<file path="src/hw/pds_regs.vh">
`ifndef PDS_REGS_VH
`define PDS_REGS_VH

// ----------------------------------------------------------------------
// register offsets (byte addresses, one 32-bit word each)
// ----------------------------------------------------------------------
`define PDS_ADDR_CONFIG     8'h00
`define PDS_ADDR_LIMIT      8'h04
`define PDS_ADDR_STATE      8'h08
`define PDS_ADDR_IRQ_STATUS 8'h0c
`define PDS_ADDR_IRQ_CLEAR  8'h10
`define PDS_ADDR_IRQ_ENABLE 8'h14

// ----------------------------------------------------------------------
// config fields and reset value
// ----------------------------------------------------------------------
`define PDS_CFG_RES_EN      0
`define PDS_CFG_SREL_FUNC   1
`define PDS_CFG_FREL_LO     2
`define PDS_CFG_FREL_HI     3
`define PDS_CFG_SREL_NC     4
`define PDS_CFG_FREL_NC     5
`define PDS_CFG_MODE_LO     6
`define PDS_CFG_MODE_HI     7
`define PDS_CFG_RESET       8'h01
`define PDS_LIMIT_RESET     12'h000

// relay function and input mode codes
`define PDS_SREL_AT_SPEED   1'b0
`define PDS_SREL_PRESSURE   1'b1
`define PDS_FREL_FAULT      2'h0
`define PDS_FREL_BACKING    2'h1
`define PDS_MODE_BUTTON     2'h0
`define PDS_MODE_SWITCH     2'h1
`define PDS_MODE_FREQ       2'h2

// interrupt event bits
`define PDS_EV_FAULT        0
`define PDS_EV_AT_SPEED     1
`define PDS_EV_STOPPED      2
`define PDS_EV_RESONANCE    3

// ----------------------------------------------------------------------
// timing and speed figures
// ----------------------------------------------------------------------
`define PDS_CLK_HZ          25000000
`define PDS_START_HOLD_S    3
`define PDS_RES_TIME_S      60
// hold and dwell counts at the clock rate, sized to their counters
`define PDS_START_CYCLES    27'h47868c0
`define PDS_RES_CYCLES      31'h59682f00
`define PDS_BAND_LO         17'h0afc8
`define PDS_BAND_HI         17'h0d6d8
`define PDS_RATED_RPM       17'h0ea60
`define PDS_PWRUP_CYCLES    3'h7

`endif

</file>
<file path="src/hw/pds_supervisor.v">
// The register offsets and the plain strobed port were left to the implementer.
`timescale 1ns/100ps
`include "pds_regs.vh"

module pds_supervisor #(
  parameter [26:0] START_CYCLES = `PDS_START_CYCLES,
  parameter [30:0] RES_CYCLES   = `PDS_RES_CYCLES,
  parameter [16:0] RATED_RPM    = `PDS_RATED_RPM
) (
  // clock and reset
  input  wire        clk_sys,
  input  wire        rst,
  // register port
  input  wire [7:0]  addr,
  input  wire [31:0] wr_data,
  input  wire        wr_en,
  input  wire        rd_en,
  output reg  [31:0] rd_data,
  output reg         irq,
  // control connector contacts, high when closed to common
  input  wire        start_input,
  input  wire        maintained_run_input,
  // motor drive side
  input  wire        motor_tach,
  input  wire [16:0] speed_rpm,
  input  wire [11:0] dc_current,
  input  wire        drive_fault,
  output reg         drive_enable,
  output reg         freq_meas_out,
  // relays and front lamps
  output reg         status_relay,
  output reg         fault_relay,
  output reg         led_power,
  output reg         led_run_up,
  output reg         led_at_speed,
  output reg         led_fault
);

  // --------------------------------------------------------------------
  // states and derived figures
  // --------------------------------------------------------------------
  localparam [1:0] ST_STANDSTILL = 2'h0;
  localparam [1:0] ST_RUN_UP     = 2'h1;
  localparam [1:0] ST_AT_SPEED   = 2'h2;
  localparam [1:0] ST_FAULT      = 2'h3;
  // at-speed threshold, ninety percent of rated, truncated to whole rpm
  localparam integer SPEED_90_FULL = (RATED_RPM * 9) / 10;
  localparam [16:0]  SPEED_90      = SPEED_90_FULL[16:0];

  // true while speed sits in the resonance band
  // both edges of the band count as inside it
  function in_band;
    input [16:0] rpm;
    begin
      in_band = (rpm >= `PDS_BAND_LO) && (rpm <= `PDS_BAND_HI);
    end
  endfunction

  // --------------------------------------------------------------------
  // input synchronisers
  // --------------------------------------------------------------------
  wire [2:0] pin_raw = {motor_tach, maintained_run_input, start_input};
  reg  [2:0] pin_s1;
  reg  [2:0] pin_s2;
  reg  [2:0] pin_s3;
  reg  [2:0] pin_f;

  // a change counts only once stages two and three agree
  // stage one may go metastable, so nothing but stage two reads it
  genvar gi;
  generate
    for (gi = 0; gi < 3; gi = gi + 1) begin : g_sync
      always @(posedge clk_sys or posedge rst) begin
        if (rst) begin
          pin_s1[gi] <= 1'b0;
          pin_s2[gi] <= 1'b0;
          pin_s3[gi] <= 1'b0;
          pin_f[gi]  <= 1'b0;
        end else begin
          pin_s1[gi] <= pin_raw[gi];
          pin_s2[gi] <= pin_s1[gi];
          pin_s3[gi] <= pin_s2[gi];
          if (pin_s2[gi] == pin_s3[gi]) begin
            pin_f[gi] <= pin_s3[gi];
          end
        end
      end
    end
  endgenerate

  wire start_f = pin_f[0];
  wire run_f   = pin_f[1];
  wire tach_f  = pin_f[2];

  // --------------------------------------------------------------------
  // registers
  // --------------------------------------------------------------------
  reg  [7:0]  cfg;
  reg  [11:0] limit;
  reg  [3:0]  irq_status;
  reg  [3:0]  irq_enable;
  reg  [1:0]  state;
  reg  [1:0]  next_state;
  reg  [26:0] hold_cnt;
  reg  [30:0] res_cnt;
  reg  [2:0]  pwr_cnt;
  reg         auto_start;

  wire        res_en  = cfg[`PDS_CFG_RES_EN];
  wire        srel_func = cfg[`PDS_CFG_SREL_FUNC];
  wire [1:0]  frel_func = cfg[`PDS_CFG_FREL_HI:`PDS_CFG_FREL_LO];
  wire [1:0]  mode    = cfg[`PDS_CFG_MODE_HI:`PDS_CFG_MODE_LO];
  wire        band    = in_band(speed_rpm);

  // software writes; resonance monitoring on at reset
  // monitoring default on
  always @(posedge clk_sys or posedge rst) begin
    if (rst) begin
      cfg        <= `PDS_CFG_RESET;
      limit      <= `PDS_LIMIT_RESET;
      irq_enable <= 4'h0;
    end else if (wr_en) begin
      case (addr)
        `PDS_ADDR_CONFIG:     cfg        <= wr_data[7:0];
        `PDS_ADDR_LIMIT:      limit      <= wr_data[11:0];
        `PDS_ADDR_IRQ_ENABLE: irq_enable <= wr_data[3:0];
        default: ;
      endcase
    end
  end

  // --------------------------------------------------------------------
  // start and stop commands
  // --------------------------------------------------------------------
  // an open loop outranks any start, a held button included
  // stop loop opened
  wire stop_cmd = ~run_f;

  // pushbutton hold timer, restarts whenever the button lets go
  // saturating, so a button held for minutes never wraps to a false count
  // three second hold
  always @(posedge clk_sys or posedge rst) begin
    if (rst) begin
      hold_cnt <= 27'h0;
    end else if (!(start_f && run_f)) begin
      hold_cnt <= 27'h0;
    end else if (hold_cnt != START_CYCLES) begin
      hold_cnt <= hold_cnt + 27'h1;
    end
  end

  // power-up check waits for the synchronisers to settle first; it looks
  // exactly once, as the counter takes its last step, so a later short
  // press can never pass for a tied jumper and dodge the hold time
  // tied inputs start at once
  always @(posedge clk_sys or posedge rst) begin
    if (rst) begin
      pwr_cnt    <= 3'h0;
      auto_start <= 1'b0;
    end else begin
      auto_start <= start_f && run_f && (pwr_cnt == `PDS_PWRUP_CYCLES - 3'h1);
      if (pwr_cnt != `PDS_PWRUP_CYCLES) begin
        pwr_cnt <= pwr_cnt + 3'h1;
      end
    end
  end

  // switch mode starts when start and loop are both closed and only an open loop stops it; frequency mode treats start as permanently tied
  // run while closed
  reg start_cmd;
  always @* begin
    case (mode)
      `PDS_MODE_SWITCH: start_cmd = start_f && run_f;
      `PDS_MODE_FREQ:   start_cmd = run_f;
      default:          start_cmd = (hold_cnt == START_CYCLES) || auto_start;
    endcase
  end

  // --------------------------------------------------------------------
  // resonance watchdog
  // --------------------------------------------------------------------
  // counts only while turning with monitoring on; leaving the band resets it
  // a speed dithering at a band edge restarts the dwell, so it trips late
  // band dwell timer
  wire running  = (state == ST_RUN_UP) || (state == ST_AT_SPEED);
  wire res_trip = res_en && running && band && (res_cnt == RES_CYCLES);
  always @(posedge clk_sys or posedge rst) begin
    if (rst) begin
      res_cnt <= 31'h0;
    end else if (!(res_en && running && band)) begin
      res_cnt <= 31'h0;
    end else if (res_cnt != RES_CYCLES) begin
      res_cnt <= res_cnt + 31'h1;
    end
  end

  // --------------------------------------------------------------------
  // supervisor state machine
  // --------------------------------------------------------------------
  // fault is left only through a stop, so a restart needs a fresh start
  // stop clears fault
  always @* begin
    case (state)
      ST_STANDSTILL: begin
        next_state = start_cmd && !stop_cmd ? ST_RUN_UP : ST_STANDSTILL;
      end
      ST_RUN_UP: begin
        if (stop_cmd) begin
          next_state = ST_STANDSTILL;
        end else if (drive_fault || res_trip) begin
          next_state = ST_FAULT;
        end else if (speed_rpm >= SPEED_90) begin
          next_state = ST_AT_SPEED;
        end else begin
          next_state = ST_RUN_UP;
        end
      end
      ST_AT_SPEED: begin
        if (stop_cmd) begin
          next_state = ST_STANDSTILL;
        end else if (drive_fault || res_trip) begin
          next_state = ST_FAULT;
        end else if (speed_rpm < SPEED_90) begin
          next_state = ST_RUN_UP;
        end else begin
          next_state = ST_AT_SPEED;
        end
      end
      ST_FAULT: begin
        // a held start cannot leave fault; the loop must open first
        next_state = stop_cmd ? ST_STANDSTILL : ST_FAULT;
      end
      default: begin
        next_state = ST_STANDSTILL;
      end
    endcase
  end

  always @(posedge clk_sys or posedge rst) begin
    if (rst) begin
      state <= ST_STANDSTILL;
    end else begin
      state <= next_state;
    end
  end

  // --------------------------------------------------------------------
  // relay and lamp decode
  // --------------------------------------------------------------------
  reg next_srel;
  reg next_frel;
  reg next_status_relay;
  reg next_fault_relay;

  // decoded from next_state so the registered relays line up with state
  // default at-speed and fault
  always @* begin
    if (srel_func == `PDS_SREL_PRESSURE) begin
      next_srel = (next_state == ST_AT_SPEED) && (dc_current < limit);
    end else begin
      next_srel = (next_state == ST_AT_SPEED);
    end
    case (frel_func)
      `PDS_FREL_FAULT:   next_frel = (next_state == ST_FAULT);
      `PDS_FREL_BACKING: next_frel = (next_state != ST_STANDSTILL);
      default:           next_frel = 1'b0;
    endcase
    next_status_relay = next_srel ^ cfg[`PDS_CFG_SREL_NC];
    next_fault_relay  = next_frel ^ cfg[`PDS_CFG_FREL_NC];
  end

  // outputs registered so the relays never see decode glitches
  // run-up then at-speed lamp
  always @(posedge clk_sys or posedge rst) begin
    if (rst) begin
      status_relay  <= 1'b0;
      fault_relay   <= 1'b0;
      drive_enable  <= 1'b0;
      led_power     <= 1'b0;
      led_run_up    <= 1'b0;
      led_at_speed  <= 1'b0;
      led_fault     <= 1'b0;
      freq_meas_out <= 1'b0;
    end else begin
      status_relay  <= next_status_relay;
      fault_relay   <= next_fault_relay;
      // enable and lamps share next_state, so they switch on one edge
      drive_enable  <= (next_state == ST_RUN_UP) || (next_state == ST_AT_SPEED);
      led_power     <= 1'b1;
      led_run_up    <= (next_state == ST_RUN_UP);
      led_at_speed  <= (next_state == ST_AT_SPEED);
      led_fault     <= (next_state == ST_FAULT);
      // tach passes only in frequency mode; otherwise the pin idles low
      // frequency presented
      freq_meas_out <= (mode == `PDS_MODE_FREQ) && tach_f;
    end
  end

  // --------------------------------------------------------------------
  // interrupts
  // --------------------------------------------------------------------
  // fault, at-speed and stopped events are entries into a state, so each one is counted once
  wire [3:0] events;
  assign events[`PDS_EV_FAULT]     = (next_state == ST_FAULT) && (state != ST_FAULT);
  assign events[`PDS_EV_AT_SPEED]  = (next_state == ST_AT_SPEED) && (state != ST_AT_SPEED);
  assign events[`PDS_EV_STOPPED]   = (next_state == ST_STANDSTILL) && (state != ST_STANDSTILL);
  assign events[`PDS_EV_RESONANCE] = res_trip;

  wire [3:0] irq_clr = (wr_en && addr == `PDS_ADDR_IRQ_CLEAR) ? wr_data[3:0] : 4'h0;
  // a new event beats a clear in the same cycle
  wire [3:0] next_irq_status = (irq_status & ~irq_clr) | events;

  always @(posedge clk_sys or posedge rst) begin
    if (rst) begin
      irq_status <= 4'h0;
      irq        <= 1'b0;
    end else begin
      irq_status <= next_irq_status;
      irq        <= |(next_irq_status & irq_enable);
    end
  end

  // --------------------------------------------------------------------
  // read port
  // --------------------------------------------------------------------
  // data stands one cycle after the strobe and is zero otherwise
  // an unmapped address answers zero rather than stale data
  always @(posedge clk_sys or posedge rst) begin
    if (rst) begin
      rd_data <= 32'h0;
    end else if (rd_en) begin
      case (addr)
        `PDS_ADDR_CONFIG:     rd_data <= {24'h0, cfg};
        `PDS_ADDR_LIMIT:      rd_data <= {20'h0, limit};
        `PDS_ADDR_STATE:      rd_data <= {27'h0, band, run_f, start_f, state};
        `PDS_ADDR_IRQ_STATUS: rd_data <= {28'h0, irq_status};
        `PDS_ADDR_IRQ_ENABLE: rd_data <= {28'h0, irq_enable};
        default:              rd_data <= 32'h0;
      endcase
    end else begin
      rd_data <= 32'h0;
    end
  end

endmodule

</file>
<file path="config.mk">
export PLATFORM = sky130hd
export DESIGN_NAME = pds_supervisor
export DESIGN_NICKNAME = d
export VERILOG_FILES = /design/src/hw/pds_supervisor.v
export VERILOG_INCLUDE_DIRS = /design/src /design/src/hw
export SDC_FILE = /design/constraint.sdc
export NUM_CORES = 1
export LEC_CHECK = 0
export ABC_AREA = 0
export BUFFER_PORTS_ARGS = -buffer_cell sky130_fd_sc_hd__buf_2
export CAP_MARGIN = 20
export CORE_MARGIN = 10
export CORE_UTILIZATION = 55
export DETAILED_ROUTE_END_ITERATION = 10
export GPL_ROUTABILITY_DRIVEN = 0
export PLACE_DENSITY = 0.79
export SKIP_LAST_GASP = 1
export SLEW_MARGIN = 20
export SYNTH_ARGS = -nofsm -noshare
export SYNTH_HDL_FRONTEND = slang
export SYNTH_SLANG_ARGS = --single-unit
</file>
<file path="constraint.sdc">
create_clock -name clk_sys -period 5.4 [get_ports clk_sys]
set_input_delay 0 -clock clk_sys [delete_from_list [all_inputs] [get_ports clk_sys]]
set_output_delay 0 -clock clk_sys [all_outputs]
set_load 0.02 [all_outputs]
</file>
==> summary.txt <==
Max Slew Vio Count: 0
Power Dens Cells: 285.7 nW/um^2
Peak supply drop: 0.2157 mV
Die area: 16580 sq um
CP max FO: 6
Routed wire length: 15.29 mm
Gate count after technology mapping: 617
Initial Utilization: 56.50%
Dpl hpwl: 10.90 mm
Max cap viols: 0
Final setup fails: 0
P&R area growth vs syn: 18.62%
Register area share after synthesis: 48.10%
Worst Hold Class: in2reg
Layout cells sized above 1: 20.84%
Lkg Pwr: 3.515 nW
Number of global-route vias before repair: 5180
Worst-Margin Slew: 1.140 ns
Fmax: 0.2679 GHz
Clock Pin Slew Worst Setup and Hold Paths: 0.06 ns
Fin cells: 877
Row cnt: 39
Post-DRT Antenna Nets: 0
CP startpoint: res_cnt[0]
Commonest register cell after synthesis: dfrtp_1
FF-to-FF path depth: 13
WS Path Type: reg2reg
Placed Instances: 826
WL/cell: 17.43 microns
Critical path data required time: 5.73 ns
Total track usage: 18.85%
Root buf cell: clkbuf_16
Postcts setup bufs: 0
Synth unique cells: 61
Post_cts resized: 0
Max Used Layer: met4
Critical Path AT: 4.06 ns
Post-Route Skew: 0.009310 ns
ANT cells: 0
FFs w/ async S/R, synth: 100.0%
Cts hold-fix bufs: 19
Core area: 11520 sq um
Post-layout minimum cycle time: 3.733 ns
FF-to-FF Start: res_cnt[0]
Type of origin of the critical path: register
Metal2 WL: 7.791 mm
Post-Route M1 WL: 6.396 mm
Status: completed
Final period util: 69.13%
Die Span X: 128.8 microns
Via Count: 4977
Iter 0 DRT Violations: 370
Worst flop-to-flop path endpoint: irq
Final nets: 827
CP endpoint kind: register
Yosys reg bits: 125
# IOs: 118
H-tree depth: 4
Slew margin rel.: 23.03%
Post-synth EDFFs: 0
RSZ-0062 raised after global routing: false
Initial antenna violation count: 0
Met3 wire length: 966 microns
Vias per cell: 5.675
Die Y: 128.8 microns
Max Buffers Root-to-Sink: 2
TritonRoute pass-1 iters: 5
Final hold viol count: 0
Syn Area/Cell: 10.54 sq um
DRC Markers: 0
Largest net degree at the start of global routing: 89
Setup crit end: irq
Overflow after GRT: 0
Global-route wire length before repair: 25.37 mm
Cell Area, Synth: 6506 sq um
Input/output buffers: 77
TritonCTS clock tree: built
Synth warn: 0
Worst reg-to-reg setup slack: 1.67 ns
Setup TNS: 0 ns
Clock Sinks: 125
Clock latency on the worst-skew pair: 0.42 ns
CTS buffer count: 17
## worst min path at each step
stage	slack [ns]	to	cells after the start	from
2_1_floorplan	0.03	pin_s1[0]	0	start_input
3_3_place_gp	0.05	drive_enable	2	rst
3_5_place_dp	0.07	led_power	2	rst
4_1_cts	0.02	rd_data[11]	3	addr[2]
5_1_grt	0.04	rd_data[10]	3	addr[2]
6_report	0.04	rd_data[11]	3	addr[2]
## power breakdown
part,switching (mW),internal (mW)
Sequential,0.0166,0.957
Combinational,0.0912,0.0606
Clock,0.431,0.648
## synth_stat cells (8+ instances only)
| cell | n | area share [%] |
|---|---|---|
| a21oi_1 | 12 | 0.92 |
| a22oi_1 | 13 | 1.5 |
| and3_1 | 13 | 1.3 |
| buf_4 | 20 | 2.3 |
| clkbuf_1 | 10 | 0.58 |
| dfrtp_1 | 124 | 48 |
| ha_1 | 29 | 5.6 |
| inv_1 | 32 | 1.8 |
| mux2_2 | 17 | 2.9 |
| mux2_4 | 10 | 2.3 |
| nand2_1 | 37 | 2.1 |
| nand3_1 | 27 | 2.1 |
| nand4_1 | 18 | 1.7 |
| nor2_1 | 72 | 4.2 |
| nor3_1 | 13 | 1.0 |
| nor4_1 | 12 | 1.2 |
| nor4b_1 | 8 | 1.1 |
| o21ai_0 | 10 | 0.77 |
| xnor2_1 | 20 | 2.7 |
| xor2_1 | 37 | 5.0 |
## logic make-up after synthesis
logic type / synth area share, %
and+or+nand+nor: 19.75
DFF: 48.10
AOI/OAI and AO/OA: 7.481
buffers and inverters: 4.981
xor gates and xnor gates: 7.673
adders and majority gates: 6.039
muxes: 5.865
other: 0.1154
## through the flow
step	util, %	setup slack (ns)	hold WS, ns	power (mW)	instance area (sq um)
4_1_cts	66.93	1.718	0.01863	2.213	7707
3_3_place_gp	60.40	1.935	0.05312	1.122	6955
2_1_floorplan	-	2.074	0.03143	1.084	6578
6_report	67.01	1.667	0.04007	2.205	7717
5_1_grt	67.01	1.258	0.03658	2.278	7717
3_5_place_dp	60.40	1.829	0.06680	1.130	6955
## sequential cells by signal, summed over array words and instances (netlist names), 2 cells and up
register    count
res_cnt        31
hold_cnt       27
limit          12
rd_data        12
cfg             8
irq_enable      4
irq_status      4
pin_s1          3
pin_s2          3
pin_s3          3
pwr_cnt         3
state           2
## worst max-delay path, stage by stage (launching register included)
cell and delay [ns]:
dfrtp_1 0.39, inv_1 0.10, ha_1 0.14, nor4bb_1 0.27
nand3_1 0.15, nor3_1 0.59, o2111ai_1 0.48, a31oi_1 0.44
ha_1 0.36, nor2b_1 0.28, o21ai_0 0.12, a21oi_1 0.15
a211oi_2 0.06, o211ai_1 0.10
## placed cells by master (no fill, tap or decap), types with 6 or more instances in the layout
cell type      netlist  final
o21ai_0             10     10
a21oi_1             12     12
xnor2_1             20     20
mux2_4              10     10
xor2_1              37     37
nand3_1             27     27
and3_1              13     13
and2_1               6      6
a22oi_1             13     13
clkbuf_16            0     17
dfrtp_1            124    124
nand4_1             18     18
ha_1                29     29
inv_1               32     31
nor2_1              72     72
nor4_1              12     12
mux2_2              17     17
and4_1               6      6
nor4b_1              8      7
buf_2                0     77
nor3_1              13     13
dlygate4sd3_1        0     19
nand2_1             37     37
conb_1               2     21
## routing by layer
metal / track usage (%) / up-vias
li1: - / 2352
met5: 0 / -
met3: 5.462 / 14
met2: 32.16 / 143
met4: 5.953 / 0
met1: 22.51 / 2468
## final cells by class
cell class	count	area, sq um
Fill cell	860	3799
Inverter	32	122.6
Sequential cell	125	3129
Timing Repair Buffer	98	594.3
Clock inverter	12	115.1
Tap cell	143	178.9
Clock buffer	20	446.7
Multi-Input combinational cell	447	3131
Power figures use the tool's default switching activity.
